===== src/rtl/acps_pkg.sv =====
/*
 * Shared constants and types for the calibration pulse sequencer:
 * word widths, counter widths, sequence timing, controller register map.
 * Assumes both ends run on the same 25 MHz sample clock.
 */
package acps_pkg;

    // Converter word and pipeline
    localparam int DATA_W   = 10;
    localparam int LSB_W    = 5;
    localparam int PRESC_W  = 4;     // Divide by sixteen
    localparam int PWR_W    = 14;    // Power-up mask counter
    localparam int PER_W    = 24;    // Periodic pulse counter
    localparam int STEP_W   = 4;
    localparam int NPULSE_W = 3;

    // One calibration step, counted from the detecting edge
    localparam logic [STEP_W-1:0]   STEP_FIRST = 4'h1;
    localparam logic [STEP_W-1:0]   TAKE_FIRST = 4'h7;
    localparam logic [STEP_W-1:0]   TAKE_LAST  = 4'ha;
    localparam logic [STEP_W-1:0]   STEP_LAST  = 4'hb;
    localparam logic [NPULSE_W-1:0] PULSE_LAST = 3'h6;   // Seven pulses per calibration

    // Timing at 25 MHz
    localparam int CLK_NS     = 40;
    localparam int CAL_LOW_NS = 80;  // Low time incl. two-flop sampling
    localparam int CAL_LOW_CYC = (CAL_LOW_NS + CLK_NS - 1) / CLK_NS;
    localparam int RESTART_NS = 160;
    localparam int RESTART_CYC = (RESTART_NS + CLK_NS - 1) / CLK_NS;
    localparam int CNT_W      = 8;

    // Controller register map, Avalon-MM byte addresses
    localparam int AV_ADDR_W = 4;
    localparam int AV_DATA_W = 32;
    localparam logic [AV_ADDR_W-1:0] REG_CTRL   = 4'h0;
    localparam logic [AV_ADDR_W-1:0] REG_CMD    = 4'h4;
    localparam logic [AV_ADDR_W-1:0] REG_STATUS = 4'h8;
    localparam logic [AV_ADDR_W-1:0] REG_DATA   = 4'hc;
    localparam int CTRL_SEL_BIT   = 0;
    localparam int CTRL_RUN_BIT   = 1;
    localparam int CTRL_CEB_BIT   = 2;
    localparam int CMD_CAL_BIT    = 0;
    localparam int CMD_RST_BIT    = 1;
    localparam int STAT_BUSY_BIT  = 0;
    localparam logic CTRL_SEL_RST = 1'h0;
    localparam logic CTRL_RUN_RST = 1'h1;
    localparam logic CTRL_CEB_RST = 1'h0;

    typedef enum logic [2:0] {
        DEV_OFF   = 3'b001,
        DEV_PWRUP = 3'b010,
        DEV_RUN   = 3'b100
    } acps_dev_st_t;

    typedef enum logic [2:0] {
        CTL_RESTART = 3'b001,
        CTL_IDLE    = 3'b010,
        CTL_CALLOW  = 3'b100
    } acps_ctl_st_t;

endpackage


===== src/rtl/acps_link_if.sv =====
/*
 * Pin-level link between converter and board controller.
 * Assumes both ends and the bench share one sample clock.
 */
`timescale 1ns/1ps
interface acps_link_if;
    import acps_pkg::*;

    logic              sel;       // 1 internal, 0 external periodic pulses
    logic              cal_trig;  // External calibration pulse, falling edge
    logic              ce_b;      // Chip enable, active low
    logic              run;       // Reset pin, 1 lets the converter run
    logic [DATA_W-1:0] dout;      // Converted word

    modport dev (input sel, input cal_trig, input ce_b, input run, output dout);
    modport ctl (output sel, output cal_trig, output ce_b, output run, input dout);
endinterface


===== src/rtl/acps_adc_dev.sv =====
/*
 * Converter end: calibration pulse sequencer, lower-bit takeover and
 * three-cycle output pipeline.
 * Power-up pulses come from the prescaler until the mask counter carries;
 * after that the select pin picks the internal periodic counter or
 * falling edges on the external pulse pin.
 * A pulse that finds no step running starts one eleven-cycle step; the low output bits freeze for
 * four of those cycles while the takeover output marks the hold.
 * Assumes control pins may change at any time; they pass two flops.
 * Assumes the sample word is settled at every rising edge.
 */
// Implementation choices: the Avalon-MM register port and the placing of the registers.
`timescale 1ns/1ps
module acps_adc_dev #(
    parameter int PWR_W = acps_pkg::PWR_W,   // Power-up mask counter width
    parameter int PER_W = acps_pkg::PER_W    // Periodic pulse counter width
) (
    input  wire logic                       mclk_in,            // Sample clock
    input  wire logic                       rst_b_in,           // Async reset, active low
    acps_link_if.dev                        link,               // Pins to the controller
    input  wire logic [acps_pkg::DATA_W-1:0] sample_in,          // Quantised analog sample
    output logic                            pwrup_done_out,     // Power-up calibration done
    output logic                            cal_busy_out,       // Calibration step running
    output logic                            takeover_out,       // Low bits held
    output logic                            cal_cycle_done_out  // Seventh pulse finished
);
    import acps_pkg::*;

    typedef struct packed {
        // Sequencer state and pin synchronisers
        acps_dev_st_t         st;
        logic [1:0]           sel_sy;
        logic [1:0]           cal_sy;
        logic [1:0]           ceb_sy;
        logic [1:0]           run_sy;
        logic                 cal_prev;
        // Prescaler and pulse counters
        logic [PRESC_W-1:0]   presc;
        logic [PWR_W-1:0]     pwr;
        logic [PER_W-1:0]     per;
        // Step engine
        logic [STEP_W-1:0]    step;
        logic [NPULSE_W-1:0]  npulse;
        logic                 cyc_done;
        // Output pipeline
        logic [DATA_W-1:0]    p0;
        logic [DATA_W-1:0]    p1;
        logic [DATA_W-1:0]    p2;
        logic [DATA_W-1:0]    dout;
    } acps_dev_state_t;

    // Calibration pin syncs reset high, its idle level, so a
    // release of reset never shows a false falling edge
    localparam acps_dev_state_t RESET_STATE = '{
        st:       DEV_OFF,
        sel_sy:   '0,
        cal_sy:   '1,
        ceb_sy:   '1,
        run_sy:   '0,
        cal_prev: 1'b1,
        presc:    '0,
        pwr:      '0,
        per:      '0,
        step:     '0,
        npulse:   '0,
        cyc_done: 1'b0,
        p0:       '0,
        p1:       '0,
        p2:       '0,
        dout:     '0
    };

    acps_dev_state_t q;
    acps_dev_state_t n;
    logic            en;
    logic            tick;
    logic            fall;
    logic            pulse;
    logic            take;

    // Next-state logic for the whole end
    always_comb begin
        n = q;
        // Pins pass two flops; only the second stage is read below
        n.sel_sy = {q.sel_sy[0], link.sel};
        n.cal_sy = {q.cal_sy[0], link.cal_trig};
        n.ceb_sy = {q.ceb_sy[0], link.ce_b};
        n.run_sy = {q.run_sy[0], link.run};
        n.cal_prev = q.cal_sy[1];

        // Enable, prescaler tick and detected falling edge
        en   = q.run_sy[1] & ~q.ceb_sy[1];
        tick = (q.presc == '1);
        fall = q.cal_prev & ~q.cal_sy[1];

        // Defaults: no pulse, prescaler runs on every clock
        pulse = 1'b0;
        n.cyc_done = 1'b0;
        n.presc = q.presc + 1'b1;

        unique case (q.st)
            DEV_OFF: begin
                // Only left while enabled; the disable block holds it here
                n.st = DEV_PWRUP;
            end
            DEV_PWRUP: begin
                // Every tick before the carry starts one step
                // Carry masks the last tick and every later one
                if (tick) begin
                    n.pwr = q.pwr + 1'b1;
                    pulse = (q.pwr != '1);
                    if (q.pwr == '1) begin
                        n.st = DEV_RUN;
                    end
                end
            end
            DEV_RUN: begin
                if (q.sel_sy[1]) begin
                    // Free running; analog input plays no part
                    if (tick) begin
                        n.per = q.per + 1'b1;
                        pulse = (q.per == '1);
                    end
                end else begin
                    // A tied input never gives an edge: no periodic pulses
                    pulse = fall;
                end
            end
            default: begin
                n.st = DEV_OFF;
            end
        endcase

        // Step engine; a pulse during a running step is dropped
        // Step 1 is the edge after detection, step 11 the last busy cycle;
        // seven finished steps of any source make one calibration cycle
        if (q.step != '0) begin
            if (q.step == STEP_LAST) begin
                n.step = '0;
                n.npulse = (q.npulse == PULSE_LAST) ? '0 : q.npulse + 1'b1;
                n.cyc_done = (q.npulse == PULSE_LAST);
            end else begin
                n.step = q.step + 1'b1;
            end
        end else if (pulse) begin
            n.step = STEP_FIRST;
        end

        // Disable restarts power-up from a clean count
        // Pin syncs keep running so the next edge is still seen
        if (!en) begin
            n.st     = DEV_OFF;
            n.presc  = '0;
            n.pwr    = '0;
            n.per    = '0;
            n.step   = '0;
            n.npulse = '0;
        end

        // Freeze chosen from the next step value, so the held low bits
        // stand in exactly the cycles that report takeover
        take = (n.step >= TAKE_FIRST) && (n.step <= TAKE_LAST);

        // Pipeline: sampled at edge E, on the pins after edge E+3
        // Upper bits never stall; low bits hold while take is set
        n.p0 = sample_in;
        n.p1 = q.p0;
        n.p2 = q.p1;
        n.dout[DATA_W-1:LSB_W] = q.p2[DATA_W-1:LSB_W];
        n.dout[LSB_W-1:0] = take ? q.dout[LSB_W-1:0] : q.p2[LSB_W-1:0];
    end

    // State register; reset loads constants only
    // Whole state in one register, so one reset covers every counter
    always_ff @(posedge mclk_in or negedge rst_b_in) begin
        if (!rst_b_in) begin
            q <= RESET_STATE;
        end else begin
            q <= n;
        end
    end

    // Outputs straight from flops
    assign link.dout          = q.dout;

    // Status decodes of registered state, no added latency
    assign pwrup_done_out     = (q.st == DEV_RUN);
    assign cal_busy_out       = (q.step != '0);
    assign takeover_out       = (q.step >= TAKE_FIRST) && (q.step <= TAKE_LAST);
    assign cal_cycle_done_out = q.cyc_done;
endmodule


===== src/flat_wrapper.sv =====
// flat-port wrapper written by rule: the top's interface ports become plain ports
module acps_adc_dev_flat import acps_pkg::*;
#(
    parameter int PWR_W = acps_pkg::PWR_W,                                 
    parameter int PER_W = acps_pkg::PER_W                                   
)
  (mclk_in, rst_b_in, sample_in, pwrup_done_out, cal_busy_out, takeover_out, cal_cycle_done_out, link_sel, link_cal_trig, link_ce_b, link_run, link_dout);
  acps_link_if link_i ();
  input  wire logic mclk_in;
  input  wire logic rst_b_in;
  input  wire logic [acps_pkg::DATA_W-1:0] sample_in;
  output logic pwrup_done_out;
  output logic cal_busy_out;
  output logic takeover_out;
  output logic cal_cycle_done_out;
  input wire logic [$bits(link_i.sel)-1:0] link_sel;
  input wire logic [$bits(link_i.cal_trig)-1:0] link_cal_trig;
  input wire logic [$bits(link_i.ce_b)-1:0] link_ce_b;
  input wire logic [$bits(link_i.run)-1:0] link_run;
  output wire logic [$bits(link_i.dout)-1:0] link_dout;
  assign link_i.sel = link_sel;
  assign link_i.cal_trig = link_cal_trig;
  assign link_i.ce_b = link_ce_b;
  assign link_i.run = link_run;
  assign link_dout = link_i.dout;
  acps_adc_dev #(.PWR_W(PWR_W), .PER_W(PER_W)) u_core (.mclk_in(mclk_in), .rst_b_in(rst_b_in), .link(link_i), .sample_in(sample_in), .pwrup_done_out(pwrup_done_out), .cal_busy_out(cal_busy_out), .takeover_out(takeover_out), .cal_cycle_done_out(cal_cycle_done_out));
endmodule

===== config.mk =====
export PLATFORM = sky130hd
export DESIGN_NAME = acps_adc_dev_flat
export DESIGN_NICKNAME = d
export VERILOG_FILES = /design/src/rtl/acps_pkg.sv /design/src/rtl/acps_link_if.sv /design/src/rtl/acps_adc_dev.sv /design/src/flat_wrapper.sv
export SDC_FILE = /design/constraint.sdc
export NUM_CORES = 1
export LEC_CHECK = 0
export BUFFER_PORTS_ARGS = -buffer_cell sky130_fd_sc_hd__buf_4
export CORE_UTILIZATION = 40
export DETAILED_ROUTE_END_ITERATION = 10
export SLEW_MARGIN = 20
export SYNTH_ARGS = -nofsm -noshare
export SYNTH_HDL_FRONTEND = slang
export SYNTH_SLANG_ARGS = --single-unit

===== constraint.sdc =====
create_clock -name mclk_in -period 5.9 [get_ports mclk_in]
set_input_delay 0.59 -clock mclk_in [delete_from_list [all_inputs] [get_ports mclk_in]]
set_output_delay 0.59 -clock mclk_in [all_outputs]
set_load 0.03 [all_outputs]

==> impl_metrics.py, run 1 <==
metrics = {
    "status": {
        "status": "finished, final reports clean",
    },
    "drt": {
        "wl_per_cell_um": 12.4,
        "drtPass1Iterations": 4,
        "via_per_inst": 4.80,
        "vias": 2481,
        "ant_nets": 0,
        "drt_iter0_markers": 74,
        "wl_mm": 6.43,
        "drc": 0,
    },
    "cts": {
        "cts_resized": 0,
        "cts_sinks": 102,
        "root_buffer": "clkbuf_8",
        "h-tree-depth": 3,
        "hold_buffers": 0,
        "clk_pin_slew_ns": 0.11,
        "cts_buffers": 9,
        "clk_path_buf_depth": 2,
        "worstSkewPairLatency_ns": 0.36,
        "post-cts-setup-buffers": 0,
        "cts_tree": "yes",
    },
    "timing": {
        "fmax_mhz": 389,
        "final-setup-viol-count": 0,
        "finalClockSkew_ns": 0.00950,
        "max-slew-margin-rel_pct": 40.3,
        "layout_worst_path_cycle_share_pct": 43.6,
        "period_needed_ns": 2.57,
        "grt_setup_unrepaired": "no",
        "worstMarginPinSlew_ns": 0.894,
        "final-hold-violation-count": 0,
        "slew_viol_final": 0,
        "setup-tns-final_ns": 0,
    },
    "final_layout": {
        "antennaDiodeCount": 0,
        "seqCellArea_sq_um": 2560,
        "fillers": 934,
        "fin_nets": 401,
        "syn2layout_area_growth_pct": 11.1,
        "finalCoreUtilization_pct": 46.5,
        "layout-drive-gt1-share_pct": 17.2,
        "multi_input_area_sq_um": 1440,
    },
    "yosys": {
        "synth_edf_count": 0,
        "synth-async-reset-ratio_pct": 100,
        "synth_seq_area_share_pct": 61.7,
        "syn-instance-count": 358,
        "yosysUniqueCellTypes": 43,
        "synth-main-ff-cell": "dfrtp_1",
        "synth.cell_area_sq_um": 4150,
        "synth_fp_nets": 380,
        "yosys_warnings": 0,
        "syn_avg_cell_area_sq_um": 11.6,
        "ys_ff_latch": 102,
    },
    "floorplanning": {
        "die_h_um": 104,
        "rows": 36,
        "ioPinCount": 30,
        "core-area_sq_um": 9910,
        "dieArea_sq_um": 10800,
        "die_width_um": 104,
        "start_util_pct": 41.9,
    },
    "global_routing": {
        "use_met3_pct": 3.38,
        "globalRouteOverflowTotal": 0,
        "grt.busiest_layer": "met2",
        "gr-usage-met1_pct": 18.0,
        "grt_pass1_wl_mm": 11.3,
        "grt_pass1_vias": 2403,
        "use_met2_pct": 20.0,
        "antenna_found_initial": 0,
        "grt_max_degree": 74,
        "grt_usage_pct": 13.1,
    },
    "power": {
        "p_leak_nw": 1.96,
        "combPwrFrac_pct": 3.9,
        "switching_share_pct": 24.9,
        "switchingPower_w": 0.000298,
        "powerDensity_nw_per_um2": 259,
        "clockPowerShare_pct": 35.4,
        "internal_power_w": 0.000898,
        "irDropWorstVdd_mv": 0.109,
        "p_seq_share_pct": 60.7,
    },
    "placed_design": {
        "place.gp.congestion": 0.766,
        "io_buffer_count": 29,
        "dp.final_hpwl_mm": 4.17,
    },
    "worst_setup_path": {
        "max_stage_delay_ns": 0.48,
        "start_kind": "flop",
        "cp-end-kind": "flop",
        "critPathArrivalTime_ns": 2.83,
        "critical_path_class": "reg2reg",
        "crit_path_max_fanout": 5,
        "cp_num_buf_inv": 1,
        "path_delay_family": "multiplexers",
        "worstPathRequired_ns": 6.16,
        "cp_common_cell": "o211ai_1",
        "cp_slowest_cell": "or3b_2",
        "cp_cell_sequence": "inv_1 > ha_1 > or3b_2 > nand2_1 > o211ai_1 > o211ai_1 > mux2i_2 > mux2_2",
    },
    "flow_run": {
        "cap_violations": 0,
    },
    "min_path": {
        "min_path_type": "in2async",
    },
}
-- routing by layer --
metal / wire length (um) / up-vias
met4: 81 / 0
met1: 3210 / 1214
met2: 2970 / 18
met3: 165 / 8
met5: 0 / -
li1: - / 1241
-- worst register-to-register path, delay by kind of cell, from the launching register on --
family	cells	cell delay [ns]
muxes	2	0.80
AOI/OAI and AO/OA	2	0.39
adders and majority gates	1	0.20
DFF	1	0.43
and+or+nand+nor	2	0.57
buffers and inverters	1	0.09
-- power by group through the flow --
| stage | Sequential, W | Clock (W) | Combinational, W |
|---|---|---|---|
| after global routing | 0.000729 | 0.000474 | 0.0000520 |
| after floorplan | 0.000737 | 0 | 0.0000251 |
| after CTS | 0.000727 | 0.000439 | 0.0000480 |
| after global placement | 0.000740 | 0 | 0.0000477 |
| final | 0.000726 | 0.000423 | 0.0000460 |
| after detailed placement | 0.000740 | 0 | 0.0000480 |
-- logic make-up (layout without fill, tap and decap cells) --
kind of cell / after synthesis / count (layout) / synth area share [%]
simple gates: 143 / 143 / 17.9
buf+inv: 26 / 52 / 3.53
mux: 8 / 8 / 2.17
xor+xnor: 35 / 35 / 7.39
compound gates: 38 / 38 / 5.55
flops: 102 / 102 / 61.7
fa+ha+maj: 6 / 6 / 1.81
-- placed cells by master, fill, tap and decap left out, types with 9 or more instances in the layout --
master     n
dfrtp_1   96
a21oi_1   15
buf_4     31
xnor2_1   10
xor2_1    25
nand3_1   12
clkbuf_8   9
nand2_1   29
nor2_1    49
nand4_1   16
o21ai_0   10
-- path summary, 6_finish.rpt --
check                      cells after the start  slack, ns    startpoint             endpoint
max                                            8       3.33  u_core.q[44]  u_core.link.dout[2]
min                                            1       0.13      rst_b_in         u_core.n[16]
max reg2reg                                    8       3.33  u_core.q[44]  u_core.link.dout[2]
min reg2reg                                    0       0.36  u_core.n[92]         u_core.q[92]
max in group asynchronous                      2       4.57      rst_b_in  u_core.link.dout[2]
min in group mclk_in                           1       0.32  sample_in[5]         u_core.n[25]
-- cells in the mapped netlist, drive strengths merged (2+ instances only) --
cell type   n  area, sq um
ha          6         75.1
a211oi      2         15.0
a21oi      16         83.8
clkbuf      8         40.0
a2111oi     2         17.5
nor2       49          184
o211ai      4         30.0
nor4        2         33.8
nand2      29          109
nand3b      2         15.0
xnor2      10         87.6
mux2        5         56.3
or3         5         31.3
dfstp       6          158
nor2b       3         18.8
nor3        3         15.0
inv         5         18.8
nor3b       3         33.8
dfrtp      96         2400
o21ai      10         50.1
mux2i       3         33.8
nand2b      3         18.8
and4        3         26.3
nand3      13         77.6
xor2       25          219
and2        4         25.0
and3        7         45.1
buf        13         87.6
nand4      16          100
-- stage by stage --
step / total power (W) / cells / hold slack, ns / cell area, sq um / setup slack [ns]
after global placement: 0.000787 / 501 / 0.331 / 4420 / 3.40
after CTS: 0.00121 / 517 / 0.121 / 4610 / 3.29
after floorplan: 0.000762 / 358 / 0.294 / 4150 / 3.46
after detailed placement: 0.000788 / 501 / 0.335 / 4420 / 3.32
final: 0.00120 / 517 / 0.126 / 4610 / 3.33
after global routing: 0.00126 / 517 / 0.121 / 4610 / 3.14
-- flip-flops by register name, indices dropped and copies added, names as in the netlist --
signal                     count
u_core.q                      61
u_core.link.dout              10
u_core.n                      30
u_core.cal_cycle_done_out      1
-- final cells by class --
class	instances	area share, %
Clock buffer	9	2.69
Inverter	5	0.407
Sequential cell	102	55.5
Timing Repair Buffer	31	5.05
Clock inverter	7	1.44
Tap cell	133	3.61
Multi-Input combinational cell	230	31.3
No activity file was read; power rests on OpenSTA's default activity.
==> run 2: changes to the inputs <==
==> constraint.sdc (replaced) <==
create_clock -name mclk_in -period 2.3 [get_ports mclk_in]
set_input_delay 0.23 -clock mclk_in [delete_from_list [all_inputs] [get_ports mclk_in]]
set_output_delay 0.23 -clock mclk_in [all_outputs]
set_load 0.03 [all_outputs]
==> run 2 against run 1 <==
Net effect: via count increased by 8.6%; sequential cell count unchanged; die area unchanged; clock-buffer cell count increased by 1; total power increased to 2.5 times the previous value; global-route usage increased by 1.1 points; clock power increased by 140%.
==> impl_metrics.py, run 2 (synthesis results as in run 1) <==
metrics = {
    "status": {
        "status": "finished, final reports clean",
    },
    "cts": {
        "clk_path_buf_depth": 2,
        "clk_pin_slew_ns": 0.10,
        "root_buffer": "clkbuf_8",
        "cts_tree": "yes",
        "h-tree-depth": 3,
        "worstSkewPairLatency_ns": 0.36,
        "cts_sinks": 102,
        "cts_buffers": 9,
    },
    "worst_setup_path": {
        "crit_path_max_fanout": 5,
        "worstPathRequired_ns": 2.55,
        "rrSetupSlack_ns": 0.09,
        "cp_slowest_cell": "dfrtp_1",
        "start_kind": "flop",
        "worstReg2RegEnd": "u_core.link.dout[4]",
        "r2r_cells": 9,
        "cp_common_cell": "o211ai_1",
        "max_stage_delay_ns": 0.41,
        "critPathArrivalTime_ns": 2.46,
        "cp_cell_sequence": "inv_2 > ha_4 > or3b_4 > nand2_2 > o211ai_1 > o211ai_1 > mux2i_2 > buf_6 > mux2_4",
        "crit-reg2reg-launch": "u_core.q[44]",
        "cp-end-kind": "flop",
        "critical_path_class": "reg2reg",
        "path_delay_family": "multiplexers",
        "cp_num_buf_inv": 2,
    },
    "global_routing": {
        "antenna_found_initial": 0,
        "grt_usage_pct": 14.2,
        "grt_max_degree": 48,
        "globalRouteOverflowTotal": 0,
        "grt_pass1_vias": 2637,
        "grt_pass1_wl_mm": 12.3,
    },
    "timing": {
        "slew_viol_final": 0,
        "grt_setup_unrepaired": "yes",
        "final-hold-violation-count": 0,
        "period_needed_ns": 2.21,
        "worstMarginPinSlew_ns": 0.503,
        "final-setup-viol-count": 0,
        "setup-tns-final_ns": 0,
        "finalClockSkew_ns": 0.0138,
        "fmax_mhz": 452,
        "max-slew-margin-rel_pct": 66.5,
        "layout_worst_path_cycle_share_pct": 96.2,
    },
    "power": {
        "p_leak_nw": 2.21,
        "powerDensity_nw_per_um2": 601,
        "irDropWorstVdd_mv": 0.285,
    },
    "drt": {
        "drtPass1Iterations": 4,
        "via_per_inst": 4.80,
        "ant_nets": 0,
        "wl_per_cell_um": 12.6,
        "drt_iter0_markers": 90,
        "drc": 0,
        "wl_mm": 7.09,
        "vias": 2694,
    },
    "placed_design": {
        "io_buffer_count": 29,
        "place.gp.congestion": 0.788,
        "placed_cell_area_sq_um": 4620,
        "dp.final_hpwl_mm": 4.59,
    },
    "floorplanning": {
        "dieArea_sq_um": 10800,
        "rows": 36,
        "ioPinCount": 30,
        "start_util_pct": 41.9,
        "die_h_um": 104,
        "core-area_sq_um": 9910,
        "die_width_um": 104,
    },
    "final_layout": {
        "fin_nets": 445,
        "syn2layout_area_growth_pct": 21.3,
        "largest_reg_flops": 61,
        "layout_common_cells": "96 x dfrtp_1, 58 x buf_4, 49 x nor2_1, 28 x nand2_1, 25 x xor2_1",
        "layout_commonest_cell": "dfrtp_1",
        "largest_register": "u_core.q",
        "antennaDiodeCount": 0,
        "layout-drive-gt1-share_pct": 23.4,
        "fin_area_sq_um": 5030,
    },
    "flow_run": {
        "cap_violations": 0,
    },
    "min_path": {
        "min_path_type": "in2async",
    },
}
==> run 2: timing repair <==
item | in CTS | in global routing
endpoints found under the hold margin | 41 | 0
hold buffers | 15 | 0
gates resized for setup | 3 | 15
setup endpoints to repair | 5 | 13
pin swaps | 1 | 3
setup buffers | 3 | 2
==> run 2: layout make-up <==
type | instances | area (sq um)
fill | 897 | 4880
clock buffer | 10 | 128
multi-input combinational | 230 | 1500
clock inverter | 6 | 43.8
tap | 133 | 166
sequential | 102 | 2560
inverter | 5 | 18.8
timing repair buffer | 75 | 617
==> run 2: per-stage QoR <==
| step | utilization (%) | total power [W] | setup WS, ns | cells | hold WS [ns] |
|---|---|---|---|---|---|
| floorplan | - | 0.00196 | 0.00384 | 358 | -0.0656 |
| global placement | 46.6 | 0.00203 | 0.0488 | 525 | 0.197 |
| detailed placement | 46.6 | 0.00203 | -0.0103 | 525 | 0.205 |
| CTS | 50.1 | 0.00308 | 0.00741 | 559 | 0.335 |
| global route | 50.8 | 0.00317 | -0.0269 | 561 | 0.359 |
| finish | 50.8 | 0.00303 | 0.0877 | 561 | 0.348 |
==> run 2: report_power, final <==
group	switching, W	internal [W]	leakage [nW]
sequential	0.0000185	0.00184	1.30
clock	0.000611	0.000400	0.0870
combinational	0.0000877	0.0000662	0.820
==> run 2: how the worst max path moves through the flow <==
stage / from / end / slack [ns] / cells past startpoint
2_1_floorplan: u_core.q[44] / u_core.link.dout[0] / 0.004 / 8
3_3_place_gp: u_core.q[44] / u_core.link.dout[0] / 0.05 / 9
3_5_place_dp: u_core.q[45] / u_core.link.dout[4] / -0.01 / 9
4_1_cts: u_core.q[44] / u_core.link.dout[4] / 0.007 / 9
5_1_grt: u_core.q[45] / u_core.link.dout[4] / -0.03 / 9
6_report: u_core.q[44] / u_core.link.dout[4] / 0.09 / 9
==> run 2: per-layer routing <==
layer / track usage [%] / part of all wire, %
met1: 18.9 / 48
met2: 22.9 / 49
met3: 4.07 / 2.7
met4: 3.98 / 0.83
met5: 0 / 0
